## config.mk

```make
export PLATFORM = sky130hd
export DESIGN_NAME = rasc_ctrl
export DESIGN_NICKNAME = d
export VERILOG_FILES = /design/src/hw/README_unused.sv /design/src/hw/rasc_pkg.sv /design/src/hw/rasc_ctrl.sv
export SDC_FILE = /design/constraint.sdc
export NUM_CORES = 1
export LEC_CHECK = 0
export BUFFER_PORTS_ARGS = -buffer_cell sky130_fd_sc_hd__buf_2
export CAP_MARGIN = 20
export CORE_ASPECT_RATIO = 0.75
export CORE_MARGIN = 3
export CORE_UTILIZATION = 35
export CTS_BUF_LIST = sky130_fd_sc_hd__clkbuf_8 sky130_fd_sc_hd__clkbuf_16
export DETAILED_ROUTE_END_ITERATION = 8
export PLACE_DENSITY = 0.69
export SETUP_SLACK_MARGIN = 0.5
export SYNTH_ARGS = -nofsm -noshare
export SYNTH_HDL_FRONTEND = slang
export SYNTH_SLANG_ARGS = --single-unit
```

## constraint.sdc

```tcl
create_clock -name pclk -period 2.55 [get_ports pclk]
set_input_delay 0.1275 -clock pclk [delete_from_list [all_inputs] [get_ports pclk]]
set_output_delay 0.1275 -clock pclk [all_outputs]
set_load 0.05 [all_outputs]
```

## src/hw/README_unused.sv

```systemverilog
// intentionally empty

```

## src/hw/rasc_pkg.sv

```systemverilog
package rasc_pkg;

  // register byte offsets on the apb bus
  localparam logic [11:0] OFS_OPTIONS = 12'h000;
  localparam logic [11:0] OFS_STATUS = 12'h004;

  // option register field positions
  localparam int OPT_PULLUP_BIT = 0;
  localparam int OPT_DONE_EARLY_BIT = 1;
  localparam int OPT_RESET_EARLY_BIT = 2;
  localparam int OPT_OSC_DIV2_BIT = 3;
  localparam logic [3:0] OPT_RESET = 4'h0;

  // timing generator and clear defaults, in pclk cycles or ticks
  localparam int TG_DIV_DEFAULT = 8;
  localparam int CLEAR_TICKS_DEFAULT = 64;
  localparam logic [1:0] FILTER_TICKS = 2'h2;

  // start-up steps, counted in config_clock ticks after load done
  localparam logic [1:0] STEP_EARLY = 2'h1;
  localparam logic [1:0] STEP_OUTPUTS = 2'h2;
  localparam logic [1:0] STEP_LATE = 2'h3;

  // start-up options fixed by configuration bits
  typedef struct packed {
    logic osc_div2;
    logic reset_early;
    logic done_early;
    logic pullup_en;
  } rasc_opts_t;

  typedef enum logic [1:0] {
    ST_CLEAR,
    ST_WAIT_LOAD,
    ST_STARTUP,
    ST_OPERATE
  } rasc_state_t;

endpackage

```

## src/hw/rasc_ctrl.sv

```systemverilog
module rasc_ctrl #(
  parameter int TG_DIV = rasc_pkg::TG_DIV_DEFAULT,
  parameter int CLEAR_TICKS = rasc_pkg::CLEAR_TICKS_DEFAULT
) (
  input wire logic pclk,
  input wire logic presetn,
  input wire logic psel,
  input wire logic penable,
  input wire logic pwrite,
  input wire logic [11:0] paddr,
  input wire logic [31:0] pwdata,
  output logic [31:0] prdata,
  output logic pready,
  output logic pslverr,
  input wire logic done_program_pin_i,
  output logic done_program_pin_o,
  output logic done_program_pin_oe_n,
  output logic done_pullup_en,
  input wire logic config_load_done,
  input wire logic osc_in,
  output logic osc_out,
  output logic config_clock,
  output logic mem_clear,
  output logic clear_complete_indication,
  output logic user_output_enable,
  output logic io_pullup_en,
  output logic internal_reset
);

  // apb state
  logic pready_q;
  logic [31:0] prdata_q;
  logic pslverr_q;
  rasc_pkg::rasc_opts_t opts_q;
  // timing generator
  logic [$clog2(TG_DIV)-1:0] tg_cnt_q;
  logic tick;
  logic config_clock_q;
  // pin synchroniser and request filter
  logic pin_meta_q;
  logic pin_sync_q;
  logic pin_prev_q;
  logic [1:0] low_cnt_q;
  logic req_ok;
  // sequencer
  rasc_pkg::rasc_state_t state_q;
  logic [$clog2(CLEAR_TICKS+1)-1:0] clr_cnt_q;
  logic [1:0] step_q;
  logic [1:0] step_d;
  logic clr_done_q;
  logic oe_q;
  logic oe_d;
  logic done_q;
  logic rst_q;
  // oscillator path
  logic osc_meta_q;
  logic osc_sync_q;
  logic osc_prev_q;
  logic osc_q;
  logic apb_acc;

  // access phase; pready is already high in its first cycle, so no wait state
  assign apb_acc = psel & penable & pready_q;

  // decode serves the error path only; the read path compares the offsets itself
  function automatic logic addr_ok(input logic [11:0] a);
    addr_ok = (a == rasc_pkg::OFS_OPTIONS) || (a == rasc_pkg::OFS_STATUS);
  endfunction

  // pready rises one cycle after setup, so every access is two cycles
  always_ff @(posedge pclk or negedge presetn)
  begin
    if (!presetn)
      pready_q <= 1'b0;
    else
      pready_q <= psel & ~penable;
  end

  // read data and error are captured at setup so they stand with pready
  always_ff @(posedge pclk or negedge presetn)
  begin
    if (!presetn)
    begin
      prdata_q <= 32'h0000_0000;
      pslverr_q <= 1'b0;
    end
    else if (psel & ~penable)
    begin
      pslverr_q <= ~addr_ok(paddr);
      if (!pwrite && paddr == rasc_pkg::OFS_OPTIONS)
        prdata_q <= {28'h000_0000, opts_q};
      else if (!pwrite && paddr == rasc_pkg::OFS_STATUS)
        prdata_q <= {22'h00_0000, state_q, pin_sync_q, done_q, rst_q, oe_q,
                     clr_done_q, osc_q, config_clock_q, mem_clear};
      else
        prdata_q <= 32'h0000_0000;
    end
  end

  // option bits stand in for the configuration bit stream
  always_ff @(posedge pclk or negedge presetn)
  begin
    if (!presetn)
      opts_q <= rasc_pkg::OPT_RESET;
    else if (apb_acc && pwrite && paddr == rasc_pkg::OFS_OPTIONS)
      opts_q <= pwdata[3:0];
  end

  // internal timing generator; tick marks one config_clock period
  always_ff @(posedge pclk or negedge presetn)
  begin
    if (!presetn)
      tg_cnt_q <= '0;
    else if (tick)
      tg_cnt_q <= '0;
    else
      tg_cnt_q <= tg_cnt_q + 1'b1;
  end

  assign tick = (tg_cnt_q == ($clog2(TG_DIV))'(TG_DIV - 1));

  // config clock rises at each tick, falls at half period
  always_ff @(posedge pclk or negedge presetn)
  begin
    if (!presetn)
      config_clock_q <= 1'b0;
    else if (tick)
      config_clock_q <= 1'b1;
    else if (tg_cnt_q == ($clog2(TG_DIV))'(TG_DIV / 2 - 1))
      config_clock_q <= 1'b0;
  end

  // two flops before anything looks at the wired pin
  always_ff @(posedge pclk or negedge presetn)
  begin
    if (!presetn)
    begin
      pin_meta_q <= 1'b1;
      pin_sync_q <= 1'b1;
    end
    else
    begin
      pin_meta_q <= done_program_pin_i;
      pin_sync_q <= pin_meta_q;
    end
  end

  // low must follow a seen high, so a pin still low after load is no request
  always_ff @(posedge pclk or negedge presetn)
  begin
    if (!presetn)
    begin
      pin_prev_q <= 1'b0;
      low_cnt_q <= 2'h0;
    end
    else if (tick)
    begin
      pin_prev_q <= pin_sync_q;
      if (pin_sync_q || state_q != rasc_pkg::ST_OPERATE)
        low_cnt_q <= 2'h0;
      else if (pin_prev_q || low_cnt_q != 2'h0)
        low_cnt_q <= (low_cnt_q == rasc_pkg::FILTER_TICKS) ? low_cnt_q : low_cnt_q + 2'h1;
    end
  end

  // noise shorter than one tick never reaches the sequencer
  assign req_ok = (low_cnt_q == rasc_pkg::FILTER_TICKS);

  assign step_d = step_q + 2'h1;

  // main reprogram and start-up sequencer
  always_ff @(posedge pclk or negedge presetn)
  begin
    if (!presetn)
      state_q <= rasc_pkg::ST_CLEAR;
    else
      unique case (state_q)
        rasc_pkg::ST_OPERATE:
          if (req_ok)
            state_q <= rasc_pkg::ST_CLEAR;
        rasc_pkg::ST_CLEAR:
          if (tick && clr_cnt_q == ($clog2(CLEAR_TICKS+1))'(CLEAR_TICKS))
            state_q <= rasc_pkg::ST_WAIT_LOAD;
        rasc_pkg::ST_WAIT_LOAD:
          if (config_load_done)
            state_q <= rasc_pkg::ST_STARTUP;
        rasc_pkg::ST_STARTUP:
          // pin level is not consulted here, so a held request cannot stall us
          if (tick && step_d == rasc_pkg::STEP_LATE)
            state_q <= rasc_pkg::ST_OPERATE;
      endcase
  end

  // clear counter walks the whole memory in timing-generator ticks
  always_ff @(posedge pclk or negedge presetn)
  begin
    if (!presetn)
      clr_cnt_q <= '0;
    else if (state_q != rasc_pkg::ST_CLEAR)
      clr_cnt_q <= '0;
    else if (tick)
      clr_cnt_q <= clr_cnt_q + 1'b1;
  end

  // clear complete rises only after the last clear tick
  always_ff @(posedge pclk or negedge presetn)
  begin
    if (!presetn)
      clr_done_q <= 1'b0;
    else
      clr_done_q <= (state_q == rasc_pkg::ST_WAIT_LOAD) ||
                    (state_q == rasc_pkg::ST_STARTUP);
  end

  // start-up step counter, restarted whenever load is pending
  always_ff @(posedge pclk or negedge presetn)
  begin
    if (!presetn)
      step_q <= 2'h0;
    else if (state_q != rasc_pkg::ST_STARTUP)
      step_q <= 2'h0;
    else if (tick && step_q != rasc_pkg::STEP_LATE)
      step_q <= step_d;
  end

  // outputs enable on the middle start-up step; pull-ups share this next value
  always_comb
  begin
    oe_d = oe_q;
    if (state_q == rasc_pkg::ST_OPERATE && !req_ok)
      oe_d = 1'b1;
    else if (state_q != rasc_pkg::ST_STARTUP)
      oe_d = 1'b0;
    else if (tick && step_d == rasc_pkg::STEP_OUTPUTS)
      oe_d = 1'b1;
  end

  // done one tick before or after the outputs
  always_ff @(posedge pclk or negedge presetn)
  begin
    if (!presetn)
      done_q <= 1'b0;
    else if (state_q == rasc_pkg::ST_OPERATE && !req_ok)
      done_q <= 1'b1;
    else if (state_q != rasc_pkg::ST_STARTUP)
      done_q <= 1'b0;
    else if (tick && step_d == (opts_q.done_early ? rasc_pkg::STEP_EARLY
                                                  : rasc_pkg::STEP_LATE))
      done_q <= 1'b1;
  end

  // internal reset keeps user flops at zero until its release step
  always_ff @(posedge pclk or negedge presetn)
  begin
    if (!presetn)
      rst_q <= 1'b1;
    else if (state_q == rasc_pkg::ST_OPERATE && !req_ok)
      rst_q <= 1'b0;
    else if (state_q != rasc_pkg::ST_STARTUP)
      rst_q <= 1'b1;
    else if (tick && step_d == (opts_q.reset_early ? rasc_pkg::STEP_EARLY
                                                   : rasc_pkg::STEP_LATE))
      rst_q <= 1'b0;
  end

  // crystal input is synchronised, then followed or halved
  always_ff @(posedge pclk or negedge presetn)
  begin
    if (!presetn)
    begin
      osc_meta_q <= 1'b0;
      osc_sync_q <= 1'b0;
      osc_prev_q <= 1'b0;
      osc_q <= 1'b0;
    end
    else
    begin
      osc_meta_q <= osc_in;
      osc_sync_q <= osc_meta_q;
      osc_prev_q <= osc_sync_q;
      // sampling limits the crystal to below half of pclk
      if (!opts_q.osc_div2)
        osc_q <= osc_sync_q;
      else if (osc_sync_q && !osc_prev_q)
        osc_q <= ~osc_q;
    end
  end

  // pin driver: only ever pulls low, never drives high
  always_ff @(posedge pclk or negedge presetn)
  begin
    if (!presetn)
      done_program_pin_oe_n <= 1'b0;
    else
      done_program_pin_oe_n <= done_q & ~req_ok;
  end

  // registered copies of sequencer state and of the pull-up option for the outputs
  always_ff @(posedge pclk or negedge presetn)
  begin
    if (!presetn)
    begin
      oe_q <= 1'b0;
      done_pullup_en <= 1'b0;
      mem_clear <= 1'b1;
      io_pullup_en <= 1'b1;
    end
    else
    begin
      done_pullup_en <= opts_q.pullup_en;
      mem_clear <= (state_q == rasc_pkg::ST_CLEAR) && !(tick &&
                   clr_cnt_q == ($clog2(CLEAR_TICKS+1))'(CLEAR_TICKS));
      oe_q <= oe_d;
      // pull-ups follow the same edge as the outputs, so no pin floats a cycle
      io_pullup_en <= ~oe_d;
    end
  end

  assign prdata = prdata_q;
  assign pready = pready_q;
  assign pslverr = pslverr_q;
  assign done_program_pin_o = 1'b0;
  assign osc_out = osc_q;
  assign config_clock = config_clock_q;
  assign clear_complete_indication = clr_done_q;
  assign user_output_enable = oe_q;
  assign internal_reset = rst_q;

endmodule

```

==> run metrics <==
post-synthesis cell count 203; Critical Path Start state_q[0]$_DFFE_PN0P_; FFs w/ async S/R, synth 1.000; Die ar. 7628 um^2; drt via density 4.480; most frequent cells in the layout buf_2 (44), dfrtp_1 (43), conb_1 (23); iteration-0 DRC count of the detailed router 72; status complete, no violations; sequential share of the synthesized area 0.5222; # nets final 321; combinational share of power 0.099; I/O pin cnt 96; pwr dens 513.7 nW/um^2; mux contribution to synthesized area 0.06494; Finished Cell Area 2664 um^2; Pre-antenna DRT Iters 4; Clock Latency Late Sink 0.30 ns; Max Fanout on Critical Path 8; DP Area 2539 um^2; Netlist Area Pre-Place 2312 um^2; Die W 99.86 um; WL/cell 12.65 um; Final Hold Vio Count 0; kind of capture point of the worst setup path flop; Avg Cell Area, Syn 11.39 um^2; FF-to-FF setup slack 0.67 ns; max cap viols 0; final-report setup violation count 0; H-tree Lvls 2; biggest area consumer among synthesized cells dfrtp_1; worst reg2reg startpoint state_q[0]$_DFFE_PN0P_; ys flop type dfrtp_1; NetSw 0.3596 mW; peak supply drop 0.2398 mV; Net Sw Frac 0.2628; Hold Path Class in -> reg; chip height 76.39 um; initial core utilization 0.3793; Startpoint Class flop; area grow syn2layout 15.21%; Compound-Gate Fraction of Synth Area 0.08550; Arr. time, crit path 2.07 ns; largest net degree at the start of global routing 32; setup TNS 0 ns; final core occ 0.4370; Post-synth EDFFs 0; RSZ-0062 raised after global routing no; Layout Cells excl Fill 333; Synth Area in XOR/XNOR 0.02652; RePlAce Congestion 0.8064; leakage 1.361 nW; FP Rows 24; Yosys warnings 0; clk buf depth 2; most common cell after layout, fill and taps aside buf_2; Buffers on Ports 44; Netlist cell types 36; placed cell count 322; root buffer cell clkbuf_8; Pint 1.009 mW; Sequential Power Share 0.564; Adder-Cell Fraction of Synth Area 0.08117; Final ANT Viol Nets 0; Final min period 1.883 ns; vias after detailed routing 1,492; total power 1.368 mW; Simple-Gate Fraction of Synth Area 0.1055; required time of the critical path 2.74 ns; Reg2Reg Capture Point state_q[1]$_DFFE_PN0P_; number of fill cells 587; post-synth top area share 0.4654; Critical Setup Path Class reg -> reg; vias in the first global route 1,498; Setup crit end state_q[1]$_DFFE_PN0P_; share of cells above drive strength 1 0.2706; register bit total from synthesis 48; clock network fraction of design power 0.337; CORE AREA 6096 um^2; GRT Overall Usage 0.1184; CTS buffer count 5; Clock Pin Slew Worst Setup and Hold Paths 0.08 ns; initial antenna violation count 0; Sink Count 48; largest family of logic cells by synthesized area buffers and inverters; detailed-route DRC error count 0; post-CTS setup repair buffer count 0; Achievable Freq 0.5311 GHz; DPL Wire Length 3295 um; Area contributors post-synth dfrtp_1 (47%), ha_1 (8.1%), buf_4 (7.5%); Remaining Overflow, GRT 0; first-pass GRT wire length 7251 um; ant diodes 0; clock skew 0.006307 ns; CTS tree built; R2R depth 6; final WL 4213 um; Slew Limit Fails 0; crit share post-route 0.7384
## cells by family after synthesis
family          Yosys count
flops                    48
buf+inv                  46
simple gates             42
compound gates           30
fa+ha+maj                15
mux                      14
xor+xnor                  7
other cells               1
## critical path, cell delays in order, from the launching register on
cell and delay (ns):
dfrtp_1 0.45, inv_1 0.12, ha_1 0.22, inv_1 0.20, a31oi_1 0.11, a211oi_1 0.30, mux2_2 0.37
## power by group through the flow
stage                     registers (mW)  logic (mW)  clock network (mW)
after floorplan                    0.792       0.115                   0
after global placement             0.787       0.132                   0
after detailed placement           0.787       0.132                   0
after CTS                          0.772       0.136               0.481
after global routing               0.773       0.145               0.509
final                              0.772       0.135               0.462
## cells in the mapped netlist (all sizes together), types with 2 or more instances
cell type,n
mux2i,6
o21ai,12
a22o,7
nor3,2
dfstp,5
clkbuf,3
nand4,4
buf,24
inv,19
xor2,5
mux2,8
xnor2,2
a211oi,2
dfrtp,43
nor2,10
nor2b,3
or3,2
ha,15
nand2b,4
nand2,11
nor4,2
a21oi,4
## sequential cells by signal, summed over array words and instances, names as in the netlist, 2 cells and up
| name | count |
|---|---|
| low_cnt_q | 2 |
| tg_cnt_q | 3 |
| prdata | 10 |
| state_q | 2 |
| opts_q | 4 |
| step_q | 2 |
| clr_cnt_q | 7 |
## routing by layer
metal | track usage | vias up | wire length, um
met1 | 0.1605 | 710 | 2021
met4 | 0.04093 | 0 | 58
met3 | 0.03660 | 7 | 209
li1 | - | 743 | -
met5 | 0 | - | 0
met2 | 0.1784 | 32 | 1924
## per-stage QoR
stage / setup slack [ns] / hold WS (ns)
2_1_floorplan: 0.8923 / -0.1681
3_3_place_gp: 0.6361 / 0.08066
3_5_place_dp: 0.5898 / 0.08197
4_1_cts: 0.5650 / 0.03796
5_1_grt: 0.5241 / 0.04361
6_report: 0.6672 / 0.04422
## what timing repair did
| item | in CTS | in global routing |
|---|---|---|
| hold buffers | 3 | 0 |
| endpoints found under the hold margin | 19 | 0 |
| endpoints found under the setup margin | 0 | 3 |
| resized for setup | 0 | 1 |
## worst min path at each step
stage | cells after the start | startpoint | end
floorplan | 0 | presetn | clear_complete_indication$_DFF_PN0_
global placement | 1 | presetn | clr_cnt_q[3]$_DFFE_PN0P_
detailed placement | 1 | presetn | clr_cnt_q[3]$_DFFE_PN0P_
CTS | 2 | pwdata[3] | opts_q[3]$_DFFE_PN0P_
global route | 2 | pwdata[2] | opts_q[2]$_DFFE_PN0P_
finish | 2 | pwdata[3] | opts_q[3]$_DFFE_PN0P_
## area by class of cell
class | count | area (um^2) | area share
clock inverters | 2 | 10.01 | 0.003758
clock buffers | 6 | 82.58 | 0.03100
inverters | 19 | 71.32 | 0.02677
flip-flops and latches | 48 | 1207 | 0.4533
multi-input cells | 131 | 929.6 | 0.3490
repair buffers | 49 | 265.3 | 0.09958
well taps | 78 | 97.59 | 0.03664
No activity file was read; power rests on OpenSTA's default activity.
